==> src/inc/dsrw_pkg.sv <==
/*
 * Constants shared by both ends of the data-space bus: register offsets,
 * reset values, window geometry and field positions.
 * Assumes an 8-bit data space and a 12-bit program space.
 */
package dsrw_pkg;
   localparam int          DSRW_DW        = 8;
   localparam int          DSRW_AW        = 8;
   localparam int          DSRW_PCW       = 12;
   localparam int          DSRW_BLKW      = 6;
   localparam int          DSRW_OFSW      = 6;

   typedef logic [DSRW_DW-1:0]  dsrw_byte_t;
   typedef logic [DSRW_AW-1:0]  dsrw_addr_t;
   typedef logic [DSRW_PCW-1:0] dsrw_pc_t;

   // Read-only window onto program memory.
   localparam dsrw_addr_t  DSRW_WIN_LO    = 8'h40;
   localparam dsrw_addr_t  DSRW_WIN_HI    = 8'h7f;

   // Register offsets.
   localparam dsrw_addr_t  DSRW_OFS_IDX1  = 8'h80;
   localparam dsrw_addr_t  DSRW_OFS_SDR2  = 8'h83;
   localparam dsrw_addr_t  DSRW_OFS_PDA   = 8'hc0;
   localparam dsrw_addr_t  DSRW_OFS_PDB   = 8'hc1;
   localparam dsrw_addr_t  DSRW_OFS_DIRA  = 8'hc4;
   localparam dsrw_addr_t  DSRW_OFS_DIRB  = 8'hc5;
   localparam dsrw_addr_t  DSRW_OFS_IOPT  = 8'hc8;
   localparam dsrw_addr_t  DSRW_OFS_WSEL  = 8'hc9;
   localparam dsrw_addr_t  DSRW_OFS_OPTA  = 8'hcc;
   localparam dsrw_addr_t  DSRW_OFS_OPTB  = 8'hcd;
   localparam dsrw_addr_t  DSRW_OFS_CRES  = 8'hd0;
   localparam dsrw_addr_t  DSRW_OFS_CCTL  = 8'hd1;
   localparam dsrw_addr_t  DSRW_OFS_TPRE  = 8'hd2;
   localparam dsrw_addr_t  DSRW_OFS_TCNT  = 8'hd3;
   localparam dsrw_addr_t  DSRW_OFS_TSC   = 8'hd4;
   localparam dsrw_addr_t  DSRW_OFS_WDOG  = 8'hd8;
   localparam dsrw_addr_t  DSRW_OFS_ACC   = 8'hff;

   // Reset values.
   localparam dsrw_byte_t  DSRW_RST_PORT  = 8'h00;
   localparam dsrw_byte_t  DSRW_RST_CCTL  = 8'h40;
   localparam dsrw_byte_t  DSRW_RST_TPRE  = 8'h7f;
   localparam dsrw_byte_t  DSRW_RST_TCNT  = 8'hff;
   localparam dsrw_byte_t  DSRW_RST_TSC   = 8'h00;
   localparam dsrw_byte_t  DSRW_RST_WDOG  = 8'hfe;

   // Converter control bits that read from hardware; the rest are write-only.
   localparam dsrw_byte_t  DSRW_CCTL_RO   = 8'h80;
   // Value returned by undefined reads (write-only and reserved locations).
   localparam dsrw_byte_t  DSRW_UNDEF_RD  = 8'h00;
   // Window select field position.
   localparam int          DSRW_WSEL_MSB  = 5;
endpackage
==> src/inc/dsrw_bus_if.sv <==
/*
 * Data-space bus between the processor core end and the decoding end.
 * Assumes one clock and one asynchronous active-low reset for both ends.
 */
`timescale 1ns/1ps
interface dsrw_bus_if (
   input wire logic clk,
   input wire logic reset_n
);
   import dsrw_pkg::*;

   dsrw_addr_t  addr;       // Data-space address, core driven.
   dsrw_byte_t  wdata;      // Write data, core driven.
   logic        wr;         // One-cycle write strobe.
   logic        rd;         // One-cycle read strobe.
   dsrw_pc_t    pc;         // Program counter for instruction fetch.
   dsrw_byte_t  rdata;      // Read answer, registered.
   logic        rvalid;     // One-cycle answer strobe.
   dsrw_byte_t  fetch_data; // Fetched program byte, registered.

   modport core (
      input  clk, reset_n, rdata, rvalid, fetch_data,
      output addr, wdata, wr, rd, pc
   );
   modport dev (
      input  clk, reset_n, addr, wdata, wr, rd, pc,
      output rdata, rvalid, fetch_data
   );
endinterface

==> src/hw/dsrw_dev.sv <==
/*
 * Decoding end of the data-space bus: the register map, the port data
 * readback and the read-only window onto program memory.
 * Assumes the program memory answers combinationally on pm_rdata for the
 * address on pm_addr, and that pin inputs are synchronous to clk.
 */
// Rules for this block and the software that uses it
// RL1 - 0040h to 007Fh decode as program-memory window.
// RL2 - Window read returns one of 64 bytes.
// RL3 - Block n covers n*64 to n*64+63.
// RL4 - Select bits 5:0 give upper address bits.
// RL5 - Low six address bits give block offset.
// RL6 - Software writes zero to select bits 7:6.
// RL7 - Select register not reset; load before use.
// RL8 - Select is write-only at 0C9h; never read.
// RL9 - Interrupt handlers keep a RAM image first. The core updates its image in the same cycle as the select, not before it.
// RL10 - Port data reads: outputs stored, inputs live.
// RL11 - Software keeps absent pin bits at reset.
// RL12 - No bit instructions on ports with inputs.
// RL13 - Port data, direction, option reset 00h, RW.
// RL14 - Converter control resets 40h; result read-only.
// RL15 - Timer registers reset 7Fh, 0FFh, 00h, RW.
// RL16 - Reserved accesses disturb nothing, read undefined.
// RL17 - Program counter is 12 bits, 4K space.
`timescale 1ns/1ps
module dsrw_dev (
   dsrw_bus_if.dev          bus,
   output dsrw_pkg::dsrw_pc_t   pm_addr,
   input  wire dsrw_pkg::dsrw_byte_t pm_rdata,
   input  wire dsrw_pkg::dsrw_byte_t pin_a_in,
   input  wire dsrw_pkg::dsrw_byte_t pin_b_in,
   output dsrw_pkg::dsrw_byte_t port_a_out,
   output dsrw_pkg::dsrw_byte_t port_a_oe,
   output dsrw_pkg::dsrw_byte_t port_b_out,
   output dsrw_pkg::dsrw_byte_t port_b_oe,
   output dsrw_pkg::dsrw_byte_t port_a_option,
   output dsrw_pkg::dsrw_byte_t port_b_option,
   output dsrw_pkg::dsrw_byte_t interrupt_option,
   input  wire dsrw_pkg::dsrw_byte_t converter_result,
   input  wire logic            converter_done,
   output dsrw_pkg::dsrw_byte_t converter_control,
   output dsrw_pkg::dsrw_byte_t timer_prescaler,
   output dsrw_pkg::dsrw_byte_t timer_downcounter,
   output dsrw_pkg::dsrw_byte_t timer_status_control,
   output dsrw_pkg::dsrw_byte_t watchdog_counter
);
   import dsrw_pkg::*;

   dsrw_byte_t                 pda_q, pdb_q, dira_q, dirb_q, opta_q, optb_q;
   dsrw_byte_t                 iopt_q, cctl_q, tpre_q, tcnt_q, tsc_q, wdog_q;
   logic [DSRW_WSEL_MSB:0]     wsel_q;
   dsrw_byte_t                 cpu_q [4];
   dsrw_byte_t                 acc_q;
   dsrw_byte_t                 rdata_q, rdata_d, fetch_q;
   logic                       rvalid_q;
   logic                       in_win;

   // Port readback: direction high means the stored value drives the pin.
   function automatic dsrw_byte_t port_read(input dsrw_byte_t data,
                                            input dsrw_byte_t dir,
                                            input dsrw_byte_t pin);
      port_read = (data & dir) | (pin & ~dir); // see RL10
   endfunction

   // Write strobe for one offset, used by every register but the cpu_q bank.
   function automatic logic hit(input dsrw_addr_t ofs);
      hit = bus.wr && (bus.addr == ofs);
   endfunction

   // Window decode covers exactly 40h..7Fh of the data space.
   assign in_win = (bus.addr >= DSRW_WIN_LO) && (bus.addr <= DSRW_WIN_HI); // see RL1

   // The shared program-memory port serves window reads first, else fetch.
   // A window read thus steals one fetch cycle; fetch_q keeps its previous byte for that cycle.
   always_comb begin
      if (bus.rd && in_win) begin
         pm_addr = {wsel_q, bus.addr[DSRW_OFSW-1:0]}; // see RL3 see RL4 see RL5
      end else begin
         pm_addr = bus.pc; // see RL17
      end
   end

   // Port data, direction and option registers, all cleared at reset.
   always_ff @(posedge bus.clk or negedge bus.reset_n) begin
      if (!bus.reset_n) begin
         pda_q  <= DSRW_RST_PORT; // see RL13
         pdb_q  <= DSRW_RST_PORT;
         dira_q <= DSRW_RST_PORT;
         dirb_q <= DSRW_RST_PORT;
         opta_q <= DSRW_RST_PORT;
         optb_q <= DSRW_RST_PORT;
      end else begin
         if (hit(DSRW_OFS_PDA)) begin
            pda_q <= bus.wdata;
         end
         if (hit(DSRW_OFS_PDB)) begin
            pdb_q <= bus.wdata;
         end
         if (hit(DSRW_OFS_DIRA)) begin
            dira_q <= bus.wdata;
         end
         if (hit(DSRW_OFS_DIRB)) begin
            dirb_q <= bus.wdata;
         end
         if (hit(DSRW_OFS_OPTA)) begin
            opta_q <= bus.wdata;
         end
         if (hit(DSRW_OFS_OPTB)) begin
            optb_q <= bus.wdata;
         end
      end
   end

   // Converter, timer and watchdog registers with their own reset values.
   always_ff @(posedge bus.clk or negedge bus.reset_n) begin
      if (!bus.reset_n) begin
         cctl_q <= DSRW_RST_CCTL; // see RL14
         tpre_q <= DSRW_RST_TPRE; // see RL15
         tcnt_q <= DSRW_RST_TCNT;
         tsc_q  <= DSRW_RST_TSC;
         wdog_q <= DSRW_RST_WDOG;
      end else begin
         if (hit(DSRW_OFS_CCTL)) begin
            cctl_q <= bus.wdata & ~DSRW_CCTL_RO; // see RL14
         end
         if (hit(DSRW_OFS_TPRE)) begin
            tpre_q <= bus.wdata;
         end
         if (hit(DSRW_OFS_TCNT)) begin
            tcnt_q <= bus.wdata;
         end
         if (hit(DSRW_OFS_TSC)) begin
            tsc_q <= bus.wdata;
         end
         if (hit(DSRW_OFS_WDOG)) begin
            wdog_q <= bus.wdata;
         end
      end
   end

   // Registers that hold whatever power-up left in them, so no reset term.
   // The window select keeps only its six block bits; 7:6 are dropped.
   always_ff @(posedge bus.clk) begin
      if (hit(DSRW_OFS_WSEL)) begin
         wsel_q <= bus.wdata[DSRW_WSEL_MSB:0]; // see RL7 see RL8 see RL2
      end
      if (hit(DSRW_OFS_IOPT)) begin
         iopt_q <= bus.wdata;
      end
      if (bus.wr && (bus.addr >= DSRW_OFS_IDX1) && (bus.addr <= DSRW_OFS_SDR2)) begin
         cpu_q[bus.addr[1:0]] <= bus.wdata;
      end
      if (hit(DSRW_OFS_ACC)) begin
         acc_q <= bus.wdata;
      end
   end

   // Read multiplexer; write-only and reserved locations give a fixed value.
   always_comb begin
      rdata_d = DSRW_UNDEF_RD; // see RL16
      if (in_win) begin
         rdata_d = pm_rdata; // see RL2
      end else if ((bus.addr >= DSRW_OFS_IDX1) && (bus.addr <= DSRW_OFS_SDR2)) begin
         rdata_d = cpu_q[bus.addr[1:0]];
      end else if (bus.addr == DSRW_OFS_PDA) begin
         rdata_d = port_read(pda_q, dira_q, pin_a_in);
      end else if (bus.addr == DSRW_OFS_PDB) begin
         rdata_d = port_read(pdb_q, dirb_q, pin_b_in);
      end else if (bus.addr == DSRW_OFS_DIRA) begin
         rdata_d = dira_q;
      end else if (bus.addr == DSRW_OFS_DIRB) begin
         rdata_d = dirb_q;
      end else if (bus.addr == DSRW_OFS_OPTA) begin
         rdata_d = opta_q;
      end else if (bus.addr == DSRW_OFS_OPTB) begin
         rdata_d = optb_q;
      end else if (bus.addr == DSRW_OFS_CRES) begin
         rdata_d = converter_result; // see RL14
      end else if (bus.addr == DSRW_OFS_CCTL) begin
         rdata_d = {converter_done, 7'h00} & DSRW_CCTL_RO; // see RL14
      end else if (bus.addr == DSRW_OFS_TPRE) begin
         rdata_d = tpre_q;
      end else if (bus.addr == DSRW_OFS_TCNT) begin
         rdata_d = tcnt_q;
      end else if (bus.addr == DSRW_OFS_TSC) begin
         rdata_d = tsc_q;
      end else if (bus.addr == DSRW_OFS_WDOG) begin
         rdata_d = wdog_q;
      end else if (bus.addr == DSRW_OFS_ACC) begin
         rdata_d = acc_q;
      end
   end

   // Answer and fetch registers; fetch data holds while a window read runs.
   always_ff @(posedge bus.clk or negedge bus.reset_n) begin
      if (!bus.reset_n) begin
         rdata_q  <= DSRW_UNDEF_RD;
         rvalid_q <= 1'b0;
         fetch_q  <= DSRW_UNDEF_RD;
      end else begin
         rvalid_q <= bus.rd;
         if (bus.rd) begin
            rdata_q <= rdata_d;
         end
         if (!(bus.rd && in_win)) begin
            fetch_q <= pm_rdata;
         end
      end
   end

   assign bus.rdata            = rdata_q;
   assign bus.rvalid           = rvalid_q;
   assign bus.fetch_data       = fetch_q;
   assign port_a_out           = pda_q;
   assign port_a_oe            = dira_q;
   assign port_b_out           = pdb_q;
   assign port_b_oe            = dirb_q;
   assign port_a_option        = opta_q;
   assign port_b_option        = optb_q;
   assign interrupt_option     = iopt_q;
   assign converter_control    = cctl_q;
   assign timer_prescaler      = tpre_q;
   assign timer_downcounter    = tcnt_q;
   assign timer_status_control = tsc_q;
   assign watchdog_counter     = wdog_q;
endmodule

==> src/flat_wrapper.sv <==
// flat-port wrapper written by rule: the top's interface ports become plain ports
module dsrw_dev_flat import dsrw_pkg::*;
  (pm_addr, pm_rdata, pin_a_in, pin_b_in, port_a_out, port_a_oe, port_b_out, port_b_oe, port_a_option, port_b_option, interrupt_option, converter_result, converter_done, converter_control, timer_prescaler, timer_downcounter, timer_status_control, watchdog_counter, clk, reset_n, bus_addr, bus_wdata, bus_wr, bus_rd, bus_pc, bus_rdata, bus_rvalid, bus_fetch_data);
  dsrw_bus_if bus_i (.clk(clk), .reset_n(reset_n));
  output dsrw_pkg::dsrw_pc_t pm_addr;
  input  wire dsrw_pkg::dsrw_byte_t pm_rdata;
  input  wire dsrw_pkg::dsrw_byte_t pin_a_in;
  input  wire dsrw_pkg::dsrw_byte_t pin_b_in;
  output dsrw_pkg::dsrw_byte_t port_a_out;
  output dsrw_pkg::dsrw_byte_t port_a_oe;
  output dsrw_pkg::dsrw_byte_t port_b_out;
  output dsrw_pkg::dsrw_byte_t port_b_oe;
  output dsrw_pkg::dsrw_byte_t port_a_option;
  output dsrw_pkg::dsrw_byte_t port_b_option;
  output dsrw_pkg::dsrw_byte_t interrupt_option;
  input  wire dsrw_pkg::dsrw_byte_t converter_result;
  input  wire logic converter_done;
  output dsrw_pkg::dsrw_byte_t converter_control;
  output dsrw_pkg::dsrw_byte_t timer_prescaler;
  output dsrw_pkg::dsrw_byte_t timer_downcounter;
  output dsrw_pkg::dsrw_byte_t timer_status_control;
  output dsrw_pkg::dsrw_byte_t watchdog_counter;
  input wire logic clk;
  input wire logic reset_n;
  input wire logic [$bits(bus_i.addr)-1:0] bus_addr;
  input wire logic [$bits(bus_i.wdata)-1:0] bus_wdata;
  input wire logic [$bits(bus_i.wr)-1:0] bus_wr;
  input wire logic [$bits(bus_i.rd)-1:0] bus_rd;
  input wire logic [$bits(bus_i.pc)-1:0] bus_pc;
  output wire logic [$bits(bus_i.rdata)-1:0] bus_rdata;
  output wire logic [$bits(bus_i.rvalid)-1:0] bus_rvalid;
  output wire logic [$bits(bus_i.fetch_data)-1:0] bus_fetch_data;
  assign bus_i.addr = bus_addr;
  assign bus_i.wdata = bus_wdata;
  assign bus_i.wr = bus_wr;
  assign bus_i.rd = bus_rd;
  assign bus_i.pc = bus_pc;
  assign bus_rdata = bus_i.rdata;
  assign bus_rvalid = bus_i.rvalid;
  assign bus_fetch_data = bus_i.fetch_data;
  dsrw_dev u_core (.bus(bus_i), .pm_addr(pm_addr), .pm_rdata(pm_rdata), .pin_a_in(pin_a_in), .pin_b_in(pin_b_in), .port_a_out(port_a_out), .port_a_oe(port_a_oe), .port_b_out(port_b_out), .port_b_oe(port_b_oe), .port_a_option(port_a_option), .port_b_option(port_b_option), .interrupt_option(interrupt_option), .converter_result(converter_result), .converter_done(converter_done), .converter_control(converter_control), .timer_prescaler(timer_prescaler), .timer_downcounter(timer_downcounter), .timer_status_control(timer_status_control), .watchdog_counter(watchdog_counter));
endmodule
==> config.mk <==
export PLATFORM = sky130hd
export DESIGN_NAME = dsrw_dev_flat
export DESIGN_NICKNAME = d
export VERILOG_FILES = /design/src/inc/dsrw_pkg.sv /design/src/inc/dsrw_bus_if.sv /design/src/hw/dsrw_dev.sv /design/src/flat_wrapper.sv
export SDC_FILE = /design/constraint.sdc
export NUM_CORES = 1
export LEC_CHECK = 0
export ABC_AREA = 0
export CORE_MARGIN = 2
export CORE_UTILIZATION = 53
export CTS_CLUSTER_SIZE = 14
export DETAILED_ROUTE_END_ITERATION = 12
export DONT_BUFFER_PORTS = 1
export GPL_TIMING_DRIVEN = 1
export PLACE_DENSITY = 0.71
export SETUP_SLACK_MARGIN = 0.3
export SLEW_MARGIN = 20
export SYNTH_ARGS = -nofsm -noshare
export SYNTH_HDL_FRONTEND = slang
export SYNTH_SLANG_ARGS = --single-unit
export TNS_END_PERCENT = 5
==> constraint.sdc <==
create_clock -name clk -period 1.7 [get_ports clk]
set_clock_uncertainty 0.15 [all_clocks]
set_input_delay 0.34 -clock clk [delete_from_list [all_inputs] [get_ports clk]]
set_output_delay 0.34 -clock clk [all_outputs]
set_load 0.01 [all_outputs]
==> summary.md <==
| Metric | Value |
|---|---|
| Synth area leader | `dfrtp_1` |
| Routed wire length | `25000 um` |
| Status | `complete, but fails checks` |
| First-pass GRT wire length | `35900 um` |
| Diode count | `0` |
| Largest cells by area after synthesis | `dfrtp_1 (27%), edfxtp_1 (22%), mux2_2 (14%)` |
| H-Tree Depth | `4` |
| Critical path type | `flip-flop to flip-flop` |
| CP Capture Type | `flip-flop` |
| Die area | `15000 um2` |
| All-Layer GR Usage | `33.6%` |
| Die W | `122 um` |
| Detailed-route vias per instance | `6.35` |
| Hold Slack | `-0.544 ns` |
| Root Buffer Master | `clkbuf_16` |
| WL/cell | `27.3 um` |
| PD cells | `871 nW/um2` |
| Top-count cell post-synth | `mux2_2` |
| Total power | `8480 uW` |
| Syn Nets | `671` |
| Mapped Area | `7420 um2` |
| Flops & latches, synth | `158` |
| F_max | `0.490 GHz` |
| Yosys warns | `0` |
| Routability cong. | `1.02` |
| Slew HR | `31.3%` |
| Fin crit period | `2.04 ns` |
| Antenna Nets Post-Route | `0` |
| CTS Buf Count | `17` |
| Initial DRC count | `599` |
| Vias in the first global route | `5965` |
| IO buf count | `0` |
| Worst-path clk slew | `0.06 ns` |
| Crit path launch type | `flip-flop` |
| Crit-path max FO | `2` |
| Hold Violations, Final | `104` |
| Worst EP arrival | `2.16 ns` |
| CP required | `1.82 ns` |
| Largest net degree at the start of global routing | `105` |
| Ports | `190` |
| Seq pwr share | `50.6%` |
| Logic pwr share | `9.3%` |
| Dpl ws | `-0.491 ns` |
| Slew @ Worst Pin | `1.03 ns` |
| Initial antenna violation count | `0` |
| CTS tree | `done` |
| Synth cell count leaders | `mux2_2 (90), nand2_1 (89), dfrtp_1 (81)` |
| HPWL after detailed placement | `17300 um` |
| Std cell rows | `43` |
| Leakage power total | `0.00418 uW` |
| Area growth syn-to-layout | `31.2%` |
| Setup ws final | `-0.341 ns` |
| Switching Power | `2100 uW` |
| Clk network pwr share | `40.1%` |
| Cells after Synth | `606` |
| Clk Latency, worst-skew pair | `0.43 ns` |
| Switching power share of the total | `24.8%` |
| # setup viols final | `7` |
| GR Overflow Total | `0` |
| RSZ-0062 raised after global routing | `yes` |
| Die height | `122 um` |
| Vias | `5820` |
| Min-delay worst type | `primary input to asynchronous set/reset pin` |
| TritonCTS Sinks | `158` |
| Final Core Density | `70.7%` |
| Number of synthesized flops with an enable pin | `54` |
| Async set-or-reset flop fraction in the synthesized netlist | `65.8%` |
| Worst VDD drop | `574 uV` |
| Worst-case clock buffer depth | `2` |
| Drt pass-1 iters | `7` |
| Share of layout cells above drive strength 1 | `48.3%` |
| Initial core utilization | `53.9%` |
| Max-cap viol count | `0` |
| DRC | `0` |
| Final clock period utilization by the worst path | `120%` |
| Floorplan core area | `13800 um2` |
| Sequential area share after synthesis | `57.3%` |
| Yosys top cell area share | `27.3%` |
| Max reg flops | `32` |
| Internal Power | `6380 uW` |
| Synth unique cells | `58` |
| Post-synth top flop | `dfrtp_1` |
| Syn_area_per_cell | `12.2 um2` |
| Nets@finish | `789` |
| Final Max Tran Viols | `0` |
| Failing checks | `hold timing, setup timing` |
area by class of cell:
class / instances / area, um2
Multi-Input combinational cell: 410 / 3410
Timing Repair Buffer: 132 / 1280
Tap cell: 180 / 225
Inverter: 5 / 23.8
Sequential cell: 158 / 4270
Clock buffer: 22 / 454
Clock inverter: 10 / 66.3
Fill cell: 957 / 4040
per-stage QoR:
| stage | cells | setup TNS, ns | cell area [um2] |
|---|---|---|---|
| global placement | 864 | -18.63 | 8460 |
| global route | 917 | -1.84 | 9740 |
| floorplan | 606 | -11.54 | 7530 |
| finish | 917 | -1.52 | 9740 |
| CTS | 913 | -1.13 | 9470 |
| detailed placement | 864 | -20.11 | 8460 |
power by group through the flow:
stage               Combinational [uW]  Clock, uW  Sequential, uW
detailed placement                 574          0            4340
global placement                   563          0            4340
CTS                                739       3440            4280
global route                       839       3610            4300
floorplan                          385          0            4310
finish                             793       3400            4290
metal layers:
metal | share of wire, % | routed length [um] | vias up | global-route usage, %
met3 | 11 | 2640 | 42 | 11.7
met1 | 38 | 9430 | 2937 | 42.4
met2 | 49 | 12300 | 335 | 53.4
met4 | 2.6 | 659 | 0 | 13.1
li1 | - | - | 2506 | -
met5 | 0 | 0 | - | 0
cells by family (layout without fill, tap and decap cells):
family | Yosys count | in the layout | share of synthesized area, %
and+or+nand+nor | 167 | 169 | 10.7
DFF | 158 | 158 | 57.3
AOI/OAI and AO/OA | 123 | 123 | 10.9
muxes | 117 | 117 | 18.7
buffers and inverters | 40 | 169 | 2.29
other | 1 | 1 | 0.0506
path summary, 6_finish.rpt:
check                                              start                    endpoint  slack (ns)  cells after the start
worst max-delay path                  u_core.cpu_q[2][4]         u_core.bus.rdata[4]       -0.34                      5
worst min-delay path                             reset_n        u_core.port_b_out[4]       -0.54                      0
worst max register to register        u_core.cpu_q[2][4]         u_core.bus.rdata[4]       -0.34                      5
worst min register to register  u_core.bus.fetch_data[1]    u_core.bus.fetch_data[1]        0.39                      2
max in group asynchronous                        reset_n  u_core.watchdog_counter[7]        1.68                      0
min in group clk                             pm_rdata[6]         u_core.bus.rdata[6]        0.02                      2
what timing repair did:
item,CTS,global route
pin swaps,41,29
gates resized for setup,94,66
buffers inserted,1,1
setup endpoints to repair,136,216
hold buffers,16,1
endpoints found under the hold margin,260,105
cloned,0,2
worst max-delay path, cell delays in order, from the launching register on:
cell      delay, ns
edfxtp_1       0.37
mux4_2         0.52
nand2_2        0.10
o21ai_2        0.05
a222oi_1       0.55
o21ai_1        0.15
placed cells by master, fill, tap and decap left out, types with 15 or more instances in the layout:
cell type | Yosys | final
buf_4 | 3 | 68
mux2i_1 | 19 | 19
edfxtp_1 | 54 | 54
dfstp_2 | 23 | 23
mux2_2 | 90 | 84
clkbuf_16 | 0 | 17
dfrtp_1 | 81 | 66
a21oi_1 | 35 | 33
buf_6 | 0 | 41
nor2_1 | 21 | 16
nand2_1 | 89 | 56
nand2_4 | 0 | 22
o21ai_0 | 30 | 23
dfrtp_2 | 0 | 15
Note: power is estimated with default switching activity, not from simulation.
